[src/ptt_pkg.sv]
package ptt_pkg;

  // ==========================================================
  // Counter geometry
  localparam int unsigned CNT_W = 24;
  localparam logic [CNT_W-1:0] CNT_ZERO = 24'h000000;
  localparam logic [CNT_W-1:0] CNT_ONE = 24'h000001;

  // ==========================================================
  // Register byte offsets
  localparam logic [11:0] OFS_CTRL = 12'h000;
  localparam logic [11:0] OFS_PERIOD = 12'h004;
  localparam logic [11:0] OFS_CURRENT = 12'h008;
  localparam logic [11:0] OFS_STATUS = 12'h00c;
  localparam logic [11:0] OFS_MASK = 12'h010;
  localparam logic [11:0] OFS_ACK = 12'h014;

  // ==========================================================
  // Field positions and reset values
  localparam int unsigned CTRL_RUN_BIT = 0;
  localparam int unsigned CTRL_IEN_BIT = 1;
  localparam int unsigned STAT_ROLL_BIT = 0;
  localparam logic [CNT_W-1:0] PERIOD_RST = 24'hffffff;
  localparam logic MASK_RST = 1'b0;

endpackage

[src/ptt_counter.sv]
`timescale 1ns/1ps

module ptt_counter
  import ptt_pkg::*;
(
  input  wire logic             pclk,
  input  wire logic             presetn,
  input  wire logic             run,
  input  wire logic             force_clear,
  input  wire logic [CNT_W-1:0] period_m1,
  output logic      [CNT_W-1:0] count,
  output logic                  rollover
);

  // ==========================================================
  // Down counter
  always_ff @(posedge pclk or negedge presetn) begin
    if (!presetn) begin
      count    <= CNT_ZERO;
      rollover <= 1'b0;
    end else begin
      rollover <= 1'b0;
      if (force_clear) begin
        count <= CNT_ZERO;
      end else if (run) begin
        if (count == CNT_ZERO) begin
          count    <= period_m1;
          rollover <= 1'b1;
        end else begin
          count <= count - CNT_ONE;
        end
      end
    end
  end

endmodule

[src/ptt_timer.sv]
// Implementation choices: the register addresses and the APB slave port.
`timescale 1ns/1ps

module ptt_timer
  import ptt_pkg::*;
(
  input  wire logic        pclk,
  input  wire logic        presetn,
  input  wire logic        psel,
  input  wire logic        penable,
  input  wire logic        pwrite,
  input  wire logic [11:0] paddr,
  input  wire logic [31:0] pwdata,
  input  wire logic [3:0]  pstrb,
  output logic      [31:0] prdata,
  output logic             pready,
  output logic             pslverr,
  input  wire logic        handler_entry,
  output logic             irq
);

  // ==========================================================
  // Bus decode
  logic             wr_en;
  logic             rd_en;
  logic             run;
  logic             int_en;
  logic [CNT_W-1:0] period_m1;
  logic [CNT_W-1:0] count;
  logic             rollover;
  logic             pending;
  logic             mask;
  logic             addr_ok;
  logic [31:0]      next_rdata;

  // Single-cycle access phase: pready is a registered one in the access cycle
  assign wr_en = psel && penable && pwrite && pready;
  assign rd_en = psel && penable && !pwrite && pready;

  always_comb begin
    addr_ok = 1'b1;
    case (paddr)
      OFS_CTRL, OFS_PERIOD, OFS_CURRENT, OFS_STATUS, OFS_MASK, OFS_ACK: addr_ok = 1'b1;
      default: addr_ok = 1'b0;
    endcase
  end

  always_ff @(posedge pclk or negedge presetn) begin
    if (!presetn) begin
      pready  <= 1'b0;
      pslverr <= 1'b0;
    end else begin
      pready  <= psel && !penable;
      pslverr <= psel && !penable && !addr_ok;
    end
  end

  // ==========================================================
  // Control and period
  always_ff @(posedge pclk or negedge presetn) begin
    if (!presetn) begin
      run    <= 1'b0;
      int_en <= 1'b0;
    end else if (wr_en && paddr == OFS_CTRL && pstrb[0]) begin
      run    <= pwdata[CTRL_RUN_BIT];
      int_en <= pwdata[CTRL_IEN_BIT];
    end
  end

  // Stored as period minus one so 16777216 fits in 24 bits; written value 0 means 2^24
  always_ff @(posedge pclk or negedge presetn) begin
    if (!presetn) begin
      period_m1 <= PERIOD_RST;
    end else if (wr_en && paddr == OFS_PERIOD && pstrb[2:0] == 3'h7) begin
      period_m1 <= pwdata[CNT_W-1:0] - CNT_ONE;
    end
  end

  // ==========================================================
  // Counter
  // wrap every period
  ptt_counter u_counter (
    .pclk        (pclk),
    .presetn     (presetn),
    .run         (run),
    .force_clear (wr_en && paddr == OFS_CURRENT),
    .period_m1   (period_m1),
    .count       (count),
    .rollover    (rollover)
  );

  // ==========================================================
  // Interrupt
  always_ff @(posedge pclk or negedge presetn) begin
    if (!presetn) begin
      pending <= 1'b0;
    // rollover sets flag while int_en is high; set wins over clear
    end else if (rollover && int_en) begin
      pending <= 1'b1;
    end else if (handler_entry) begin
      pending <= 1'b0;
    end else if (wr_en && paddr == OFS_STATUS && pwdata[STAT_ROLL_BIT]) begin
      pending <= 1'b0;
    end
  end

  always_ff @(posedge pclk or negedge presetn) begin
    if (!presetn) begin
      mask <= MASK_RST;
    end else if (wr_en && paddr == OFS_MASK && pstrb[0]) begin
      mask <= pwdata[STAT_ROLL_BIT];
    end
  end

  // Level output, one cycle behind the flag, gated by mask and int_en; disable drops irq and stops further sets
  always_ff @(posedge pclk or negedge presetn) begin
    if (!presetn) begin
      irq <= 1'b0;
    end else begin
      irq <= pending && mask && int_en;
    end
  end

  // ==========================================================
  // Read data
  always_comb begin
    next_rdata = 32'h00000000;
    case (paddr)
      OFS_CTRL: begin
        next_rdata[CTRL_RUN_BIT] = run;
        next_rdata[CTRL_IEN_BIT] = int_en;
      end
      OFS_PERIOD: next_rdata = {8'h00, period_m1} + 32'h00000001;
      OFS_CURRENT: next_rdata = {8'h00, count};
      OFS_STATUS: next_rdata[STAT_ROLL_BIT] = pending;
      OFS_MASK: next_rdata[STAT_ROLL_BIT] = mask;
      default: next_rdata = 32'h00000000;
    endcase
  end

  always_ff @(posedge pclk or negedge presetn) begin
    if (!presetn) begin
      prdata <= 32'h00000000;
    end else if (psel && !penable && !pwrite) begin
      prdata <= next_rdata;
    end
  end

endmodule

[config.mk]
export PLATFORM = sky130hd
export DESIGN_NAME = ptt_timer
export DESIGN_NICKNAME = d
export VERILOG_FILES = /design/src/ptt_pkg.sv /design/src/ptt_counter.sv /design/src/ptt_timer.sv
export SDC_FILE = /design/constraint.sdc
export NUM_CORES = 1
export LEC_CHECK = 0
export BUFFER_PORTS_ARGS = -buffer_cell sky130_fd_sc_hd__buf_2
export CAP_MARGIN = 10
export CORE_MARGIN = 5
export CORE_UTILIZATION = 35
export CTS_BUF_LIST = sky130_fd_sc_hd__clkbuf_4 sky130_fd_sc_hd__clkbuf_8
export CTS_CLUSTER_SIZE = 28
export DETAILED_ROUTE_END_ITERATION = 7
export PLACE_DENSITY = 0.62
export SLEW_MARGIN = 20
export SYNTH_ARGS = -nofsm -noshare
export SYNTH_HDL_FRONTEND = slang
export SYNTH_HIERARCHICAL = 1
export SYNTH_SLANG_ARGS = --single-unit
[constraint.sdc]
create_clock -name pclk -period 5.9 [get_ports pclk]
set_input_delay 0.59 -clock pclk [delete_from_list [all_inputs] [get_ports pclk]]
set_output_delay 0.59 -clock pclk [all_outputs]
set_load 0.005 [all_outputs]
==> results.toml, run 1 <==
[grt]
grt_overflow = 0
grt_pass1_wl_um = 23030
grt_max_degree = 82
antenna_found_initial = 0
gr-usage-all-layers_pct = 17.32
grt_pass1_vias = 4509

[power]
power_density_nw_per_um2 = 197.0
leakagePower_nw = 2.247
peakVddDrop_mv = 0.1141

[routing]
ant_nets = 0
avgRoutedWirePerCell_um = 17.47
vias = 4567
via_per_inst = 5.702
routed_wl_um = 13990
first_iter_violations = 303
first_pass_iters = 5
drcViolationCount = 0

[sta]
fmax_mhz = 338.5
rsz0062_at_grt = "false"
setup_viol = 0
hold_viol = 0
min_period_ns = 2.954
fin_tns_setup_ns = 0
setup_slack_ns = 2.946
finClkSkew_ns = 0.01495
worst_pin_slew_ns = 1.113
slew_headroom_pct = 25.80
fin_crit_sh_pct = 50.06
slew_viol_final = 0

[place]
io_buffers = 72
place_congestion = 0.9021
pre_cts_ws_ns = 2.548
dp_hpwl_um = 10230

[run]
cap_violations = 0

[worst_hold_path]
hold_class = "input pin to async pin"

[setup_path]
worst_setup_path_end_kind = "flop"
cp_num_buf_inv = 1
worstPathCellList = "buf_2 -> nor4_1 -> and4_1 -> and2_1 -> nand2b_1 -> o32ai_1"
start_kind = "input pin"
worstPathMaxFanout = 26
crit_arrival_ns = 3.17
crit_family = "simple AND/OR/NAND/NOR gates"
path_class = "input pin to flop"
critical-path-max-stage-delay_ns = 0.91
critPathSlowestCell = "and2_1"
cp_data_required_time_ns = 6.12

[yosys]
yosysSeqAreaShare_pct = 41.17
synthAdderAreaFrac_pct = 1.002
synth-xor-area-share_pct = 7.188
synth-simple-area-share_pct = 24.12
synth_compound_area_share_pct = 20.29
yosysWarnings = 6
ys_top_cells_by_count = "dfrtp_1 (57), nand2_1 (57), o21ai_0 (50)"
synthFlopType = "dfrtp_1"
ys_types = 72
synth_top_area_share_pct = 28.55
ys_top_cells_by_area = "dfrtp_1 (29%), dfstp_2 (13%), xnor2_1 (6.0%), o21ai_0 (5.0%), nand2_1 (4.3%)"
synth-seq-cells = 81
syn-mean-instance-area_sq_um = 8.906
synth_edf_count = 0
yosys.area.top_type = "dfrtp_1"
async_flop_share_pct = 100.0
syn_area_sq_um = 4996
synth_top_family_by_area = "simple AND/OR/NAND/NOR gates"
synthCells = 561
synthMuxAreaShare_pct = 1.077

[floorplanning]
chipHeight_um = 129.5
start_util_pct = 35.85
io_pins = 89
fp.dieW_um = 129.5
fp-row-count = 43
fp.dieArea_sq_um = 16760
core-area_sq_um = 13930

[outcome]
status = "finished clean"

[cells_and_area]
nets = 674
area_delta_synth_final_pct = 14.02
diodes = 0
drive_gt1_share_pct = 22.22

[clocking]
clkLatencyLatePin_ns = 0.38
cts_resized = 0
ctsHoldBuffers = 0
cts.clk_slew.worst_paths_ns = 0.09
cts.path.max_buffers = 2
cts_sinks = 81
cts_setup_buffers = 0
cts_tree = "built"
numCtsBuffers = 9
cts_htree_levels = 3
clock-root-buffer = "clkbuf_8"
==> report_power, final <==
part	switching [W]	leakage (nW)	internal (W)
registers	0.00000101	0.951	0.000557
clock network	0.000208	0.123	0.000297
logic	0.0000363	1.17	0.0000222
total	0.000246	2.25	0.000876
==> sequential cells by signal, summed over array words and instances, names as in the netlist <==
name and count:
prdata 25, u_counter/rollover 1, pending 1, period_m1 24, mask 1, int_en 1
irq 1, pready 1, u_counter/count 24, run 1, pslverr 1
==> path summary, 6_finish.rpt <==
path / from / end / slack [ns] / cells after the start
worst max-delay path: paddr[1] / u_counter/count[8]$_DFFE_PN0P_ / 2.95 / 6
worst min-delay path: presetn / mask$_DFFE_PN0P_ / 0.25 / 1
worst max register to register: u_counter/count[12]$_DFFE_PN0P_ / u_counter/count[14]$_DFFE_PN0P_ / 3.09 / 5
worst min register to register: u_counter/rollover$_DFF_PN0_ / pending$_DFFE_PN0P_ / 0.45 / 2
max in group asynchronous: presetn / prdata[17]$_DFFE_PN0P_ / 5.16 / 1
min in group pclk: u_counter/rollover$_DFF_PN0_ / pending$_DFFE_PN0P_ / 0.45 / 2
==> per-stage QoR <==
| step | instance area, sq um | std cells | hold WS [ns] | power [W] | util, % |
|---|---|---|---|---|---|
| final | 5697 | 801 | 0.2469 | 0.001122 | 40.88 |
| after global routing | 5697 | 801 | 0.3219 | 0.001171 | 40.88 |
| after CTS | 5690 | 801 | 0.4354 | 0.001135 | 40.84 |
| after detailed placement | 5443 | 785 | 0.4360 | 0.0006278 | 39.06 |
| after global placement | 5443 | 785 | 0.4409 | 0.0006259 | 39.06 |
| after floorplan | 5019 | 567 | 0.2944 | 0.0005927 | - |
==> cell families (layout without fill, tap and decap cells) <==
| family | after synthesis | after routing |
|---|---|---|
| AO/OA/AOI/OAI | 153 | 153 |
| XOR/XNOR | 41 | 41 |
| adder cells (fa/ha/maj) | 4 | 4 |
| buffers and inverters | 56 | 110 |
| flip-flops | 81 | 81 |
| multiplexers | 5 | 5 |
| other | 1 | 7 |
| AND/OR/NAND/NOR | 220 | 220 |
==> placed cells by master (no fill, tap or decap), types with 10 or more instances in the layout <==
master,count
nand4_1,11
dfrtp_1,57
nand2_1,57
inv_1,20
clkbuf_8,10
nor3_1,26
nor2_1,37
a21oi_1,21
dfstp_2,24
a22oi_1,21
o21ai_0,50
xnor2_1,34
nor4_1,20
buf_2,71
==> metal layers <==
metal / GRT usage (%) / share of wire (%) / vias up / wire length (um)
met5: 0 / 0 / - / 0
met4: 7.457 / 3.0 / 0 / 425
met3: 3.504 / 6.0 / 23 / 842
met2: 27.41 / 47 / 156 / 6556
met1: 23.08 / 44 / 2234 / 6169
li1: - / - / 2154 / -
==> worst reg2reg max path: cells and delay by family (launching register included) <==
| family | cells | cell delay (ns) |
|---|---|---|
| simple gates | 4 | 1.73 |
| flops | 1 | 0.46 |
| compound gates | 1 | 0.46 |
==> final cells by class <==
class | instances | area (sq um)
Inverter | 20 | 75.07
Multi-Input combinational cell | 430 | 2710
Fill cell | 1343 | 8238
Timing Repair Buffer | 74 | 381.6
Clock buffer | 11 | 145.1
Clock inverter | 5 | 102.6
Tap cell | 180 | 225.2
Sequential cell | 81 | 2057
Power figures use the tool's default switching activity.
==> run 2: changes to the inputs <==
Clock period 5.9 ns to 3 ns, I/O delays scaled along.
==> results.toml, run 2 (synthesized netlist as in run 1, its figures left out) <==
[power]
p_sw_share_pct = 22.59
leakagePower_nw = 2.276
peakVddDrop_mv = 0.1707
power_frac_clock_pct = 41.7
p_int_w = 0.001613
power_density_nw_per_um2 = 363.9
pwr-share-seq_pct = 52.7
switchingPower_w = 0.0004710
p_total_w = 0.002084
combPwrFrac_pct = 5.6

[routing]
first_iter_violations = 279
via_per_inst = 5.623
vias = 4549
routed_wl_um = 14140
drcViolationCount = 0
first_pass_iters = 5
avgRoutedWirePerCell_um = 17.48
ant_nets = 0

[cells_and_area]
largest_register_ffs = 25
final_util_pct = 41.11
diodes = 0
ff_latch_area_sq_um = 2057
final_cell_mix = "buf_2 (71), nand2_1 (57), dfrtp_1 (57), o21ai_0 (50), nor2_1 (37)"
area_delta_synth_final_pct = 14.65
reg_top3 = "prdata (25), period_m1 (24), u_counter/count (24)"
drive_gt1_share_pct = 23.05
multiInputGateArea_sq_um = 2708
nets = 682
nFillCells = 1375
top_register = "prdata"
layout_commonest_cell = "buf_2"

[grt]
grt_pass1_vias = 4450
grt_overflow = 0
gr-usage-all-layers_pct = 17.16
antenna_found_initial = 0
grt_pass1_wl_um = 22780
grt_max_degree = 82

[setup_path]
worstPathMaxFanout = 12
cp_data_required_time_ns = 3.26
cp-startpoint = "u_counter/count[0]$_DFFE_PN0P_"
start_kind = "flop"
path_class = "flop to flop"
regToRegStartpoint = "u_counter/count[0]$_DFFE_PN0P_"
worst_setup_path_end_kind = "flop"
crit_arrival_ns = 2.84

[clocking]
cts.path.max_buffers = 2
cts.clk_slew.worst_paths_ns = 0.09
cts_sinks = 81
cts_setup_buffers = 0
cts_htree_levels = 3
clkLatencyLatePin_ns = 0.37
cts_resized = 0
numCtsBuffers = 9
clock-root-buffer = "clkbuf_8"
cts_tree = "built"
ctsHoldBuffers = 0

[floorplanning]
fp.dieW_um = 129.5
core-area_sq_um = 13930
chipHeight_um = 129.5
io_pins = 89
fp-row-count = 43
fp.dieArea_sq_um = 16760
start_util_pct = 35.85

[run]
cap_violations = 0

[worst_hold_path]
hold_class = "input pin to async pin"

[place]
dp_hpwl_um = 10650
pre_cts_ws_ns = 0.4800
io_buffers = 72
place_congestion = 0.8967

[sta]
finClkSkew_ns = 0.01672
min_period_ns = 2.576
setup_viol = 0
hold_viol = 36
fin_tns_setup_ns = 0
slew_headroom_pct = 36.28
worst_pin_slew_ns = 0.9558
setup_slack_ns = 0.4245
slew_viol_final = 0
rsz0062_at_grt = "false"
fmax_mhz = 388.3
hold_slack_ns = -0.02903
fin_crit_sh_pct = 85.85

[outcome]
status = "complete, but fails checks"
violations = "negative hold slack"
==> run 2: changes by cell type in the layout (fill, tap and decap cells not counted), sizes merged <==
cell	delta
clkinv	-1
clkbuf	+3
bufinv	-2
buf	+8
==> run 2: per-stage QoR <==
stage          cell area [sq um]  std cells
5_1_grt                     5728        809
6_report                    5728        809
4_1_cts                     5724        809
3_5_place_dp                5507        793
3_3_place_gp                5495        792
2_1_floorplan               5019        567
==> run 2: critical path: stages (launching register included) <==
cell and delay, ns:
dfrtp_1 0.44, inv_1 0.13, ha_1 0.18, or3b_2 0.48, nor4_4 0.29, and2_2 0.40, o21ai_1 0.14, a2111oi_2 0.41
==> run 2: power by group through the flow <==
stage                     Clock [W]  Combinational (W)  Sequential, W
after CTS                  0.000890           0.000118        0.00110
after global routing       0.000927           0.000134        0.00110
final                      0.000869           0.000117        0.00110
after global placement            0           0.000113        0.00112
after detailed placement          0           0.000118        0.00112
after floorplan                   0          0.0000464        0.00112
==> run 2: final cells by class <==
cell class	count	area share (%)
sequential	81	35.91
multi-input combinational	430	47.27
clock buffer	14	3.145
timing repair buffer	82	7.776
clock inverter	2	0.6553
tap	180	3.932
inverter	20	1.311
==> run 2: final timing paths <==
check | endpoint | slack (ns) | cells past startpoint
worst max register to register | u_counter/count[20]$_DFFE_PN0P_ | 0.42 | 7
worst min-delay path | irq$_DFF_PN0_ | -0.03 | 1
max in group asynchronous | prdata[12]$_DFFE_PN0P_ | 2.54 | 1
min in group pclk | period_m1[21]$_DFFE_PN1P_ | 0.20 | 3
worst min register to register | pending$_DFFE_PN0P_ | 0.46 | 2
worst max-delay path | u_counter/count[20]$_DFFE_PN0P_ | 0.42 | 7
==> run 2: metal layers <==
layer	up-vias	global-route usage [%]	wire, um
li1	2192	-	-
met1	2154	22.74	6078
met2	171	27.65	6753
met3	32	1.731	835
met4	0	9.352	471
met5	-	0	0
